### config.mk
export PLATFORM = sky130hd
export DESIGN_NAME = valve_failsafe
export DESIGN_NICKNAME = d
export VERILOG_FILES = /design/src/hw/valve_pkg.sv /design/src/hw/valve_failsafe.sv /design/src/hw/param_mem.sv
export SDC_FILE = /design/constraint.sdc
export NUM_CORES = 1
export LEC_CHECK = 0
export ABC_AREA = 1
export ABC_CLOCK_PERIOD_IN_PS = 3250
export BUFFER_PORTS_ARGS = -buffer_cell sky130_fd_sc_hd__buf_2
export CAP_MARGIN = 20
export CORE_AREA = 4 4 230 232
export DETAILED_ROUTE_END_ITERATION = 12
export DIE_AREA = 0 0 234 236
export PLACE_DENSITY = 0.71
export RECOVER_POWER = 100
export SKIP_CTS_REPAIR_TIMING = 1
export SLEW_MARGIN = 30
export SYNTH_ARGS = -nofsm -noshare
export SYNTH_HDL_FRONTEND = slang
export SYNTH_HIERARCHICAL = 1
export SYNTH_SLANG_ARGS = --single-unit
export TNS_END_PERCENT = 5
### constraint.sdc
create_clock -name core_clk -period 3.25 [get_ports core_clk]
set_input_delay 0.325 -clock core_clk [delete_from_list [all_inputs] [get_ports core_clk]]
set_output_delay 0.325 -clock core_clk [all_outputs]
set_load 0.03 [all_outputs]
### src/hw/valve_pkg.sv
// Package: register map, field codes and timing for the valve failsafe block
package valve_pkg;
    localparam int NUM_PILOTS = 32;
    localparam int NUM_REGS = 2;
    localparam int PWIDTH = 16;
    // Register byte offsets
    localparam logic [7:0] OFF_CTRL = 8'h00;
    localparam logic [7:0] OFF_STATUS = 8'h04;
    localparam logic [7:0] OFF_IRQ_STAT = 8'h08;
    localparam logic [7:0] OFF_IRQ_MASK = 8'h0C;
    localparam logic [7:0] OFF_PILOTS = 8'h10;
    localparam logic [7:0] OFF_SETPT0 = 8'h14;
    localparam logic [7:0] OFF_SETPT1 = 8'h18;
    localparam logic [7:0] OFF_FAULT_P = 8'h1C;
    localparam logic [7:0] OFF_PILOT_OUT = 8'h20;
    localparam logic [7:0] OFF_REG_OUT = 8'h24;
    localparam logic [7:0] OFF_KEYPAD = 8'h28;
    localparam logic [7:0] OFF_CYCLE = 8'h2C;
    // Control fields
    localparam int CTRL_MODE_LSB = 0;
    localparam int CTRL_AUX_EN = 2;
    localparam int CTRL_CLASS_B = 3;
    localparam int CTRL_VALVE_ON = 4;
    // Interrupt bits
    localparam int IRQ_LINK_LOST = 0;
    localparam int IRQ_LINK_BACK = 1;
    localparam int IRQ_AUX_LOST = 2;
    localparam int IRQ_BITS = 3;
    // Status byte error code for missing auxiliary supply
    localparam logic [7:0] AUX_ERR_CODE = 8'h21;
    localparam logic [7:0] STATUS_OK = 8'h00;
    // Reset values
    localparam logic [31:0] CTRL_RESET = 32'h0000_0000;
    localparam logic [15:0] FAULT_P_RESET = 16'h0000;
    // Timing
    localparam int CLK_MHZ = 200;
    localparam int LINK_TIMEOUT_US = 100;
    localparam int LINK_TIMEOUT_CYC = LINK_TIMEOUT_US * CLK_MHZ;
    localparam int BLINK_MS = 250;
    localparam int BLINK_CYC = BLINK_MS * 1000 * CLK_MHZ;
    localparam int NUM_MENU = 8;

    typedef enum logic [1:0] {
        FS_RESET,
        FS_HOLD,
        FS_SET,
        FS_FAULT
    } fs_mode_t;

    typedef enum {
        UI_IDLE,
        UI_VIEW,
        UI_MENU
    } ui_state_t;
endpackage

### src/hw/valve_failsafe.sv
// Valve island output supervision: failsafe modes, aux supply check, keypad menu
`timescale 1ns/1ps
`default_nettype none
module valve_failsafe
    import valve_pkg::*;
#(
    parameter int TIMEOUT_CYC = LINK_TIMEOUT_CYC,
    parameter int BLINK_HALF = BLINK_CYC
) (
    // Clock and reset
    input wire logic core_clk,
    input wire logic rst,
    // APB slave
    input wire logic psel,
    input wire logic penable,
    input wire logic pwrite,
    input wire logic [7:0] paddr,
    input wire logic [31:0] pwdata,
    output logic [31:0] prdata,
    output logic pready,
    output logic pslverr,
    // Pins from the field
    input wire logic aux_present_pin,
    input wire logic confirm_key_pin,
    input wire logic escape_key_pin,
    input wire logic up_key_pin,
    input wire logic down_key_pin,
    // Actuator side
    output logic [NUM_PILOTS-1:0] pilot_out,
    output logic [NUM_PILOTS-1:0] led_out,
    output logic [PWIDTH-1:0] setpt0_out,
    output logic [PWIDTH-1:0] setpt1_out,
    output logic valve_power_en,
    output logic link_active,
    output logic [7:0] status_byte,
    output logic irq
);
    // Synchronisers: three stages, change accepted when stages two and three agree
    logic [2:0] sync_aux, sync_ok, sync_esc, sync_up, sync_dn;
    logic aux_ok, key_ok, key_esc, key_up, key_dn;
    logic next_aux_ok, next_key_ok, next_key_esc, next_key_up, next_key_dn;
    logic key_ok_d, key_esc_d, key_up_d, key_dn_d;

    // Registers
    logic [31:0] ctrl, irq_stat, irq_mask, master_pilots, cycle_cnt;
    logic [PWIDTH-1:0] master_sp0, master_sp1, fault_p, held_sp0, held_sp1;
    logic [NUM_PILOTS-1:0] held_pilots;
    logic [31:0] next_ctrl, next_irq_stat, next_irq_mask, next_master_pilots, next_cycle_cnt;
    logic [PWIDTH-1:0] next_master_sp0, next_master_sp1, next_fault_p;
    logic [PWIDTH-1:0] next_held_sp0, next_held_sp1;
    logic [NUM_PILOTS-1:0] next_held_pilots;
    logic [31:0] next_prdata;
    logic next_pready;

    // Link watchdog and blink timer
    logic [$clog2(TIMEOUT_CYC+1)-1:0] wd_cnt, next_wd_cnt;
    logic [$clog2(BLINK_HALF+1)-1:0] blink_cnt, next_blink_cnt;
    logic blink, next_blink, link_ok, next_link_ok;

    // Keypad menu
    ui_state_t ui, next_ui;
    logic [$clog2(NUM_MENU)-1:0] sel, next_sel;
    logic mem_we;
    logic [PWIDTH-1:0] mem_wdata, mem_rdata;

    // Outputs
    logic [NUM_PILOTS-1:0] next_pilot_out, next_led_out;
    logic [PWIDTH-1:0] next_sp0, next_sp1;
    logic next_valve_power_en;
    logic [7:0] next_status_byte;
    logic next_irq;

    logic wr_acc, rd_setup, cycle_strobe;
    fs_mode_t mode;

    function automatic logic hit(input logic [7:0] a, input logic [7:0] off);
        return a == off;
    endfunction

    assign wr_acc = psel && penable && pwrite && pready;
    assign rd_setup = psel && !penable;
    // A write to the pilot register marks a valid process-data cycle
    assign cycle_strobe = wr_acc && hit(paddr, OFF_PILOTS);
    assign mode = fs_mode_t'(ctrl[CTRL_MODE_LSB +: 2]);

    param_mem #(.DEPTH(NUM_MENU), .WIDTH(PWIDTH)) u_mem (
        .core_clk(core_clk),
        .rst(rst),
        .wr_en(mem_we),
        .wr_addr(sel),
        .wr_data(mem_wdata),
        .rd_addr(sel),
        .rd_data(mem_rdata)
    );

    // Debounced pin levels: the first stage feeds only the second
    always_comb begin
        next_aux_ok = (sync_aux[1] == sync_aux[2]) ? sync_aux[2] : aux_ok;
        next_key_ok = (sync_ok[1] == sync_ok[2]) ? sync_ok[2] : key_ok;
        next_key_esc = (sync_esc[1] == sync_esc[2]) ? sync_esc[2] : key_esc;
        next_key_up = (sync_up[1] == sync_up[2]) ? sync_up[2] : key_up;
        next_key_dn = (sync_dn[1] == sync_dn[2]) ? sync_dn[2] : key_dn;
    end

    always_ff @(posedge core_clk) begin
        if (rst) begin
            {sync_aux, sync_ok, sync_esc, sync_up, sync_dn} <= '0;
            {aux_ok, key_ok, key_esc, key_up, key_dn} <= '0;
            {key_ok_d, key_esc_d, key_up_d, key_dn_d} <= '0;
        end else begin
            sync_aux <= {sync_aux[1:0], aux_present_pin};
            sync_ok <= {sync_ok[1:0], confirm_key_pin};
            sync_esc <= {sync_esc[1:0], escape_key_pin};
            sync_up <= {sync_up[1:0], up_key_pin};
            sync_dn <= {sync_dn[1:0], down_key_pin};
            {aux_ok, key_ok, key_esc, key_up, key_dn} <=
                {next_aux_ok, next_key_ok, next_key_esc, next_key_up, next_key_dn};
            {key_ok_d, key_esc_d, key_up_d, key_dn_d} <= {key_ok, key_esc, key_up, key_dn};
        end
    end

    // Keypad: confirm alone views, both keys open the menu
    always_comb begin
        logic ok_rise, up_rise, dn_rise, esc_rise;
        ok_rise = key_ok && !key_ok_d;
        esc_rise = key_esc && !key_esc_d;
        up_rise = key_up && !key_up_d;
        dn_rise = key_dn && !key_dn_d;
        next_ui = ui;
        next_sel = sel;
        mem_we = 1'b0;
        mem_wdata = mem_rdata;
        unique case (ui)
            UI_IDLE: begin
                if (key_ok && key_esc && (ok_rise || esc_rise)) begin
                    next_ui = UI_MENU;
                end else if (ok_rise && !key_esc) begin
                    next_ui = UI_VIEW;
                end
            end
            UI_VIEW: begin
                if (key_ok && key_esc) begin
                    next_ui = UI_MENU;
                end else if (esc_rise || ok_rise) begin
                    next_ui = UI_IDLE;
                end
            end
            UI_MENU: begin
                // Confirm held selects value editing; otherwise arrows scroll
                if (esc_rise && !key_ok) begin
                    next_ui = UI_IDLE;
                end else if (key_ok && (up_rise || dn_rise)) begin
                    mem_we = 1'b1;
                    mem_wdata = up_rise ? mem_rdata + 1'b1 : mem_rdata - 1'b1;
                end else if (up_rise) begin
                    next_sel = sel + 1'b1;
                end else if (dn_rise) begin
                    next_sel = sel - 1'b1;
                end
            end
        endcase
    end

    // Menu state clears on restart, dropping keypad edits
    always_ff @(posedge core_clk) begin
        if (rst) begin
            ui <= UI_IDLE;
            sel <= '0;
        end else begin
            ui <= next_ui;
            sel <= next_sel;
        end
    end

    // Watchdog, blink and register next values
    always_comb begin
        next_wd_cnt = wd_cnt;
        next_link_ok = link_ok;
        if (cycle_strobe) begin
            next_wd_cnt = '0;
            next_link_ok = 1'b1;
        end else if (wd_cnt >= ($bits(wd_cnt))'(TIMEOUT_CYC - 1)) begin
            next_link_ok = 1'b0;
        end else begin
            next_wd_cnt = wd_cnt + 1'b1;
        end
        next_blink_cnt = blink_cnt + 1'b1;
        next_blink = blink;
        if (blink_cnt >= ($bits(blink_cnt))'(BLINK_HALF - 1)) begin
            next_blink_cnt = '0;
            next_blink = !blink;
        end

        next_ctrl = ctrl;
        next_irq_mask = irq_mask;
        next_master_pilots = master_pilots;
        next_master_sp0 = master_sp0;
        next_master_sp1 = master_sp1;
        next_fault_p = fault_p;
        next_cycle_cnt = cycle_cnt + (cycle_strobe ? 32'h0000_0001 : 32'h0000_0000);
        next_irq_stat = irq_stat;
        if (wr_acc) begin
            if (hit(paddr, OFF_CTRL)) next_ctrl = pwdata;
            if (hit(paddr, OFF_IRQ_MASK)) next_irq_mask = pwdata;
            if (hit(paddr, OFF_PILOTS)) next_master_pilots = pwdata;
            // Setpoints are raw millibar counts, independent of display unit
            if (hit(paddr, OFF_SETPT0)) next_master_sp0 = pwdata[PWIDTH-1:0];
            if (hit(paddr, OFF_SETPT1)) next_master_sp1 = pwdata[PWIDTH-1:0];
            if (hit(paddr, OFF_FAULT_P)) next_fault_p = pwdata[PWIDTH-1:0];
            if (hit(paddr, OFF_IRQ_STAT)) next_irq_stat = irq_stat & ~pwdata;
        end
        // Set wins over a clear in the same cycle
        if (link_ok && !next_link_ok) next_irq_stat[IRQ_LINK_LOST] = 1'b1;
        if (!link_ok && next_link_ok) next_irq_stat[IRQ_LINK_BACK] = 1'b1;
        if (aux_ok && !next_aux_ok) next_irq_stat[IRQ_AUX_LOST] = 1'b1;
        next_irq_stat[31:IRQ_BITS] = '0;

        // Snapshot taken every cycle the link is good, frozen once it drops
        next_held_pilots = link_ok ? master_pilots : held_pilots;
        next_held_sp0 = link_ok ? master_sp0 : held_sp0;
        next_held_sp1 = link_ok ? master_sp1 : held_sp1;

        next_pilot_out = master_pilots;
        next_sp0 = master_sp0;
        next_sp1 = master_sp1;
        if (!link_ok) begin
            unique case (mode)
                FS_RESET: next_pilot_out = '0;
                FS_HOLD: begin
                    next_pilot_out = held_pilots;
                    next_sp0 = held_sp0;
                    next_sp1 = held_sp1;
                end
                FS_SET: next_pilot_out = '1;
                FS_FAULT: begin
                    next_sp0 = fault_p;
                    next_sp1 = fault_p;
                end
            endcase
        end
        // Valve rail from aux only when enabled on a class B port
        next_valve_power_en = ctrl[CTRL_VALVE_ON] &&
            (!(ctrl[CTRL_AUX_EN] && ctrl[CTRL_CLASS_B]) || aux_ok);
        if (!next_valve_power_en) next_pilot_out = '0;
        next_led_out = next_pilot_out;
        if (ctrl[CTRL_AUX_EN] && ctrl[CTRL_CLASS_B] && !aux_ok) begin
            next_led_out = {NUM_PILOTS{blink}};
        end
        next_status_byte = (ctrl[CTRL_AUX_EN] && ctrl[CTRL_CLASS_B] && !aux_ok) ?
            AUX_ERR_CODE : STATUS_OK;
        next_irq = |(next_irq_stat & irq_mask);

        // APB: reads answer in the access cycle after setup
        next_pready = rd_setup;
        next_prdata = '0;
        if (rd_setup && !pwrite) begin
            unique case (paddr)
                OFF_CTRL: next_prdata = ctrl;
                OFF_STATUS: next_prdata = {22'h00_0000, ui == UI_MENU, ui == UI_VIEW,
                    status_byte};
                OFF_IRQ_STAT: next_prdata = irq_stat;
                OFF_IRQ_MASK: next_prdata = irq_mask;
                OFF_PILOTS: next_prdata = master_pilots;
                OFF_SETPT0: next_prdata = {16'h0000, master_sp0};
                OFF_SETPT1: next_prdata = {16'h0000, master_sp1};
                OFF_FAULT_P: next_prdata = {16'h0000, fault_p};
                OFF_PILOT_OUT: next_prdata = pilot_out;
                OFF_REG_OUT: next_prdata = {setpt1_out, setpt0_out};
                OFF_KEYPAD: next_prdata = {13'h0000, sel, mem_rdata};
                OFF_CYCLE: next_prdata = cycle_cnt;
                default: next_prdata = '0;
            endcase
        end
    end

    // Link keeps running regardless of valve rail state
    always_ff @(posedge core_clk) begin
        if (rst) begin
            wd_cnt <= '0;
            link_ok <= 1'b0;
            blink_cnt <= '0;
            blink <= 1'b0;
            ctrl <= CTRL_RESET;
            irq_stat <= '0;
            irq_mask <= '0;
            master_pilots <= '0;
            master_sp0 <= '0;
            master_sp1 <= '0;
            fault_p <= FAULT_P_RESET;
            cycle_cnt <= '0;
            held_pilots <= '0;
            held_sp0 <= '0;
            held_sp1 <= '0;
            pilot_out <= '0;
            led_out <= '0;
            setpt0_out <= '0;
            setpt1_out <= '0;
            valve_power_en <= 1'b0;
            link_active <= 1'b0;
            status_byte <= STATUS_OK;
            irq <= 1'b0;
            prdata <= '0;
            pready <= 1'b0;
            pslverr <= 1'b0;
        end else begin
            wd_cnt <= next_wd_cnt;
            link_ok <= next_link_ok;
            blink_cnt <= next_blink_cnt;
            blink <= next_blink;
            ctrl <= next_ctrl;
            irq_stat <= next_irq_stat;
            irq_mask <= next_irq_mask;
            master_pilots <= next_master_pilots;
            master_sp0 <= next_master_sp0;
            master_sp1 <= next_master_sp1;
            fault_p <= next_fault_p;
            cycle_cnt <= next_cycle_cnt;
            held_pilots <= next_held_pilots;
            held_sp0 <= next_held_sp0;
            held_sp1 <= next_held_sp1;
            pilot_out <= next_pilot_out;
            led_out <= next_led_out;
            setpt0_out <= next_sp0;
            setpt1_out <= next_sp1;
            valve_power_en <= next_valve_power_en;
            link_active <= next_link_ok;
            status_byte <= next_status_byte;
            irq <= next_irq;
            prdata <= next_prdata;
            pready <= next_pready;
            pslverr <= 1'b0;
        end
    end

    // Checks
    property p_reset_off;
        @(posedge core_clk) disable iff (rst)
        (!link_ok && mode == FS_RESET) |=> (pilot_out == '0);
    endproperty
    a_reset_off: assert property (p_reset_off) else $error("pilots not off");
    property p_set_on;
        @(posedge core_clk) disable iff (rst)
        (!link_ok && mode == FS_SET && next_valve_power_en) |=> (pilot_out == '1);
    endproperty
    a_set_on: assert property (p_set_on) else $error("pilots not on");
    property p_hold;
        @(posedge core_clk) disable iff (rst)
        (link_ok && !next_link_ok) ##1 (mode == FS_HOLD && next_valve_power_en)[*2]
        |=> (pilot_out == $past(master_pilots, 3));
    endproperty
    a_hold: assert property (p_hold) else $error("hold value lost");
    property p_hold_sp;
        @(posedge core_clk) disable iff (rst)
        (!link_ok && mode == FS_HOLD) |=> (setpt0_out == $past(held_sp0));
    endproperty
    a_hold_sp: assert property (p_hold_sp) else $error("hold setpoint wrong");
    property p_fault;
        @(posedge core_clk) disable iff (rst)
        (!link_ok && mode == FS_FAULT) |=> (setpt1_out == $past(fault_p));
    endproperty
    a_fault: assert property (p_fault) else $error("fault pressure wrong");
    property p_resume;
        @(posedge core_clk) disable iff (rst)
        (link_ok && next_valve_power_en) |=> (pilot_out == $past(master_pilots));
    endproperty
    a_resume: assert property (p_resume) else $error("master data ignored");
    property p_status;
        @(posedge core_clk) disable iff (rst)
        (ctrl[CTRL_AUX_EN] && ctrl[CTRL_CLASS_B] && !aux_ok) |=> (status_byte == AUX_ERR_CODE);
    endproperty
    a_status: assert property (p_status) else $error("no aux error code");
    property p_leds;
        @(posedge core_clk) disable iff (rst)
        (ctrl[CTRL_AUX_EN] && ctrl[CTRL_CLASS_B] && !aux_ok) |=> (led_out == '0 || led_out == '1);
    endproperty
    a_leds: assert property (p_leds) else $error("leds not together");
    property p_strobe_link;
        @(posedge core_clk) disable iff (rst)
        cycle_strobe |=> link_active ##1 link_ok;
    endproperty
    a_strobe_link: assert property (p_strobe_link) else $error("link not restored");
    property p_menu;
        @(posedge core_clk) disable iff (rst)
        (ui == UI_IDLE && key_ok && key_esc && !key_ok_d && !key_esc_d) |=> (ui == UI_MENU);
    endproperty
    a_menu: assert property (p_menu) else $error("menu not opened");
    c_lost: cover property (@(posedge core_clk) disable iff (rst) link_ok ##1 !link_ok);
    c_menu: cover property (@(posedge core_clk) disable iff (rst) ui == UI_MENU);
    c_aux: cover property (@(posedge core_clk) disable iff (rst) status_byte == AUX_ERR_CODE);
endmodule
`default_nettype wire

### src/hw/param_mem.sv
// Small parameter store for keypad-edited menu values, registered read port
`timescale 1ns/1ps
`default_nettype none
module param_mem
    import valve_pkg::*;
#(
    parameter int DEPTH = NUM_MENU,
    parameter int WIDTH = PWIDTH
) (
    // Clock and reset
    input wire logic core_clk,
    input wire logic rst,
    // Write port
    input wire logic wr_en,
    input wire logic [$clog2(DEPTH)-1:0] wr_addr,
    input wire logic [WIDTH-1:0] wr_data,
    // Read port
    input wire logic [$clog2(DEPTH)-1:0] rd_addr,
    output logic [WIDTH-1:0] rd_data
);
    logic [WIDTH-1:0] mem [DEPTH];

    // Contents clear on restart so keypad edits never outlive a reset
    always_ff @(posedge core_clk) begin
        if (rst) begin
            for (int i = 0; i < DEPTH; i++) begin
                mem[i] <= '0;
            end
            rd_data <= '0;
        end else begin
            if (wr_en) begin
                mem[wr_addr] <= wr_data;
            end
            rd_data <= mem[rd_addr];
        end
    end
endmodule
`default_nettype wire

**Word-level counts from Yosys, hierarchy flattened**

Memories as Yosys holds them, arrays and structs flattened. A register that Yosys moved wholly into a read port is not among the register bits.
Index checks and enable logic that the tools add are counted.

- Mux-type cells: 42
- Bitwise operators: 6
- Magnitude comparators: 2
- Equal/unequal tests: 26
- Reduce and logical (&&, ||, !) cells: 55
- Add/subtract/negate cells: 7

Operator list:

| kind | number |
|---|---|
| 32-bit one-hot mux with 12 select lines | 1 |
| 32-bit 2-to-1 mux | 8 |
| 32-bit one-hot mux with 3 select lines | 2 |
| 16-bit 2-to-1 mux | 7 |
| 32-bit by 2-bit == test with 1-bit output, second input constant | 2 |
| 16-bit one-hot mux with 2 select lines | 2 |
| 32-bit by 1-bit adder with 32-bit output | 1 |
| 3-bit by 32-bit AND with 32-bit output | 1 |
| 32-bit by 1-bit == test with 1-bit output, second input constant | 1 |
| 32-bit by 3-bit == test with 1-bit output, second input constant | 1 |
| 8-bit by 5-bit == test with 1-bit output, second input constant | 4 |
| 8-bit by 6-bit == test with 1-bit output, second input constant | 4 |
| 32-bit zero test | 1 |
| 32-bit OR reduction | 1 |
| 26-bit by 1-bit adder with 26-bit output, second input constant | 1 |
| 26-bit greater-or-equal comparator, second input constant | 1 |
| 1-bit logical AND | 21 |
| 16-bit by 1-bit adder with 16-bit output, second input constant | 1 |
| 8-bit by 4-bit == test with 1-bit output, second input constant | 2 |
| 1-bit 2-to-1 mux | 16 |
| 16-bit OR reduction | 1 |
| 16-bit by 1-bit subtractor with 16-bit output, second input constant | 1 |
| 15-bit by 1-bit adder with 15-bit output, second input constant | 1 |
| 15-bit greater-or-equal comparator, second input constant | 1 |
| other kinds (22) | 56 |

- Input port bits: 50
- Memories: 1
- RAM bits: 128
- Bits in registers: 484
- Output and inout bits: 141

Memories:

| name | depth | bits a word | rd ports | clocked after Yosys merged registers in | wr ports | RTL line | source |
|---|---|---|---|---|---|---|---|
| u_mem.mem | 8 | 16 | 1 | 1 | 8 | param_mem.sv:21 | `logic [WIDTH-1:0] mem [DEPTH];` |

**Logic depth before layout (Yosys ltp)**

- Depth in word-level cells: 12
- Gate-level depth with buffers: 17
- Mapped depth without buffers: 16

**Cells and area by module**

The synthesis kept the hierarchy.

Modules (own cells, without submodules):

| module | instances | area an instance (um^2) | cells an instance |
|---|---|---|---|
| valve_failsafe | 1 | 20038.0 | 2851 |
| param_mem | 1 | 6675.2 | 751 |

**Worst setup path before layout**

No wires, ideal clock.

- Path kind: register to register
- Start: reg key_up
- End: mem u_mem/mem[1][0] (netlist bit), enable pin
- Cell stages (with the launch flop): 13
- Slack: 0.725 ns
- Library setup time: 0.372 ns
- Required time: 2.878 ns
- Arrival time: 2.154 ns
- Path through: dfxtp_1 inv_1 or2_2 buf_2 o21ai_2 nand3_4 clkinv_2 buf_6 nand2_2 nor2_4 nand2_2 buf_6 nand2_1

RTL lines:

| item | RTL line | source |
|---|---|---|
| from (decl) | valve_failsafe.sv:40 | `logic aux_ok, key_ok, key_esc, key_up, key_dn;` |
| from (signal assigned) | valve_failsafe.sv:116 | `{aux_ok, key_ok, key_esc, key_up, key_dn} <=` |
| to (decl) | param_mem.sv:21 |  |

**Worst setup path in the final report**

- Start: in rst
- End: reg blink_cnt[24]

- Longest elaborated chain between the ends: 1

Ends and longest elaborated chain:

| item | RTL line | source |
|---|---|---|
| from (decl) | valve_failsafe.sv:12 | `input wire logic rst,` |
| 2-bit OR reduction (no source line) | n/a |  |
| to (signal assigned) | valve_failsafe.sv:308 | `blink_cnt <= next_blink_cnt;` |
| to (decl) | valve_failsafe.sv:57 | `logic [$clog2(BLINK_HALF+1)-1:0] blink_cnt, next_blink_cnt;` |

No other way between the ends.
A chain may end at the register's enable or synchronous reset.

==> results.yml <==
detailed_routing:
  wl_per_cell_um: 19.1
  drt-vias-per-instance: 5.50
  remaining_drc_errors: 0
  drt_iter0_markers: 2402
  routed_wirelength_mm: 86.0
  vias: 24700
  drtPass1Iterations: 5
  ant_nets: 0
pwr:
  ir_drop_mv: 0.659
  cellPowerDensity_mw_per_mm2: 510
  power_leakage_nw: 12.0
logic_synthesis:
  ys_ff_latch: 591
  syn-cell-area_mm2: 0.0267
  synth-simple-area-share_pct: 25.7
  syn_area_per_cell_um2: 7.42
  muxShareOfSynthArea_pct: 0.0749
  synth_top_family_by_area: "simple AND/OR/NAND/NOR gates"
  synth.yosys.seq_area_share_pct: 49.1
  synth_area_leaders: "dfxtp_1 35%, edfxtp_1 14%, nand2_1 11%, nor2_1 7.9%, o21ai_0 6.1%"
  synthCells: 3602
  synth_adder_area_share_pct: 1.13
  synth_compound_area_share_pct: 13.3
  synth-edff-count: 128
  netlist.area_leader.share_pct: 34.7
  synth_xor_area_share_pct: 1.05
  ys.flop_type: "dfxtp_1"
  ys_warn_count: 6
  async_flop_share_pct: 0
  netlist-cell-type-count: 49
  synth_top_cell_by_area: "dfxtp_1"
placement:
  gp_congestion: 0.991
  io_buffers: 183
  dp_hpwl_mm: 59.9
  place_inst: 4357
critical_path:
  slowest_delay_ns: 0.89
  critical-path-top-delay-family: "buffers and inverters"
  worstPathArrival_ns: 3.45
  path_buf_inv: 4
  worst-setup-path-type: "in -> reg"
  path_cells: "dlygate4sd3_1 -> clkbuf_1 -> inv_4 -> clkbuf_2 -> nand2_2 -> a21oi_1"
  worstSetupStartpointType: "input pin"
  crit_path_top_delay_cell: "clkbuf_1"
  endpoint_kind: "flip-flop"
  worstPathMaxFanout: 42
  critPathRequiredTime_ns: 3.77
cts:
  cts_sinks: 591
  cts_buffers: 61
  clkLatencyLatePin_ns: 0.66
  clockBufferDepth: 3
  cts.clk_slew.worst_paths_ns: 0.06
  htree_levels: 2
  cts-root-buf: "clkbuf_16"
  cts_tree: "done"
run_status:
  status: "complete, no violations"
sta:
  hold_viol: 0
  finalClockSkew_ns: 0.0546
  worstMarginPinSlew_ns: 1.21
  setup_violations: 0
  slew_headroom_pct: 19.2
  drv_slew: 0
  fin_tns_setup_ns: 0
  fmax_mhz: 340
  timing.final.crit_share_pct: 90.4
  rsz0062_at_grt: "no"
  min_period_ns: 2.94
finish:
  area_delta_synth_final_pct: 12.9
  drive_gt1_share_pct: 7.11
  layout_commonest_cell: "nand2_1"
  instances_no_fill: 4493
  fin_nets: 3834
  layout_common_cells: "787 x nand2_1, 558 x nor2_1, 460 x dfxtp_1"
floorplanning:
  fp.dieH_um: 236
  die-area_mm2: 0.0552
  die_x_um: 234
  ioPinCount: 191
  fp-row-count: 83
  coreArea_mm2: 0.0510
  start_util_pct: 52.4
worst_hold_path:
  hp-class: "in -> reg"
global_route:
  grt_max_degree: 157
  grt.total_usage_pct: 30.2
  first_global_vias: 22700
  grt_pass1_wl_mm: 131
  antenna_found_initial: 1
  grt.overflow.total: 0
flow_run:
  maxCapViolCount: 0
## synthesized netlist by cell type, types with 2 or more instances
cell        n
ha_1       21
buf_2      55
and2_1      2
buf_4      19
fa_1        2
inv_2      15
xnor2_1    12
inv_1     418
o22ai_1     8
nand2_1   780
nor2_2      3
o21ai_1    25
nand3_1   200
nand3b_1   13
nand4_1    22
nor3b_1     3
buf_1       8
o21ai_0   325
buf_6      15
nand3_4     4
a31oi_1     5
nor2_1    560
nand2_2    18
dfxtp_1   463
a21oi_1   260
mux2i_1     2
a22o_1      2
edfxtp_1  128
o221ai_1    9
clkbuf_1   89
nor3_1     33
nand3_2     3
or2_2       7
nor2_4      8
o211ai_1   32
xor2_1     20
## registers in the layout, summed over array words and instances (netlist names), 26 cells and up
signal and flops:
master_pilots 32, cycle_cnt 32, irq_mask 32, prdata 32, pilot_out 32, led_out 32, u_mem/mem 128, ctrl 32
blink_cnt 26, held_pilots 32
## routing by layer
layer  vias up  part of all wire (%)  global-route usage (%)
met3       211                   9.7                    5.69
met1     11500                    41                    42.2
met4         0                   4.4                    12.5
met2      1175                    45                    46.2
met5         -                     0                       0
li1      11800                     -                       -
## kinds of logic (layout without fill, tap and decap cells)
| family | count (synthesis) | after routing |
|---|---|---|
| adder cells (fa/ha/maj) | 23 | 23 |
| other | 1 | 8 |
| XOR/XNOR | 32 | 32 |
| multiplexers | 2 | 2 |
| flip-flops | 591 | 591 |
| AND/OR/NAND/NOR | 1659 | 1659 |
| AO/OA/AOI/OAI | 674 | 674 |
| buffers and inverters | 620 | 824 |
## final cells by class
| class | count | area (um2) |
|---|---|---|
| Antenna cell | 1 | 2.50 |
| Clock buffer | 86 | 1750 |
| Clock inverter | 28 | 307 |
| Fill cell | 4762 | 20800 |
| Inverter | 434 | 1640 |
| Multi-Input combinational cell | 2397 | 11000 |
| Sequential cell | 591 | 13100 |
| Tap cell | 680 | 851 |
| Timing Repair Buffer | 276 | 1490 |
## final timing paths
check	slack, ns	from	depth (start not counted)	to
setup / recovery	0.31	rst	6	blink_cnt[24]$_SDFF_PP0_
hold reg to reg	0.40	sync_up[0]$_SDFF_PP0_	2	sync_up[1]$_SDFF_PP0_
setup reg to reg	0.32	key_up$_SDFFE_PP0N_	11	u_mem/mem[5][9]$_SDFFCE_PN0P_
hold / removal	0.007	pwdata[25]	3	irq_mask[25]$_SDFFE_PP0P_
## worst min-delay path, delay by kind of cell
family	cells	cell delay, ns
AND/OR/NAND/NOR	2	0.16
buffers and inverters	1	0.13
## stage by stage
stage / power [mW] / hold slack [ns] / util (%) / instance area (um2) / setup slack [ns]
after detailed placement: 8.38 / 0.393 / 55.2 / 28200 / 0.404
after floorplan: 8.15 / 0.388 / - / 26700 / 0.725
after CTS: 15.4 / -0.133 / 59.2 / 30200 / 0.359
final: 15.4 / 0.00694 / 59.1 / 30200 / 0.313
after global placement: 8.37 / 0.389 / 55.2 / 28200 / 0.455
after global routing: 15.8 / 0.0141 / 59.1 / 30200 / 0.103
## where the power goes
group	switching (mW)	internal (mW)
clock network	3.04	4.08
registers	0.0384	7.57
logic	0.457	0.183
total	3.54	11.8
Note: power is estimated with default switching activity, not from simulation.
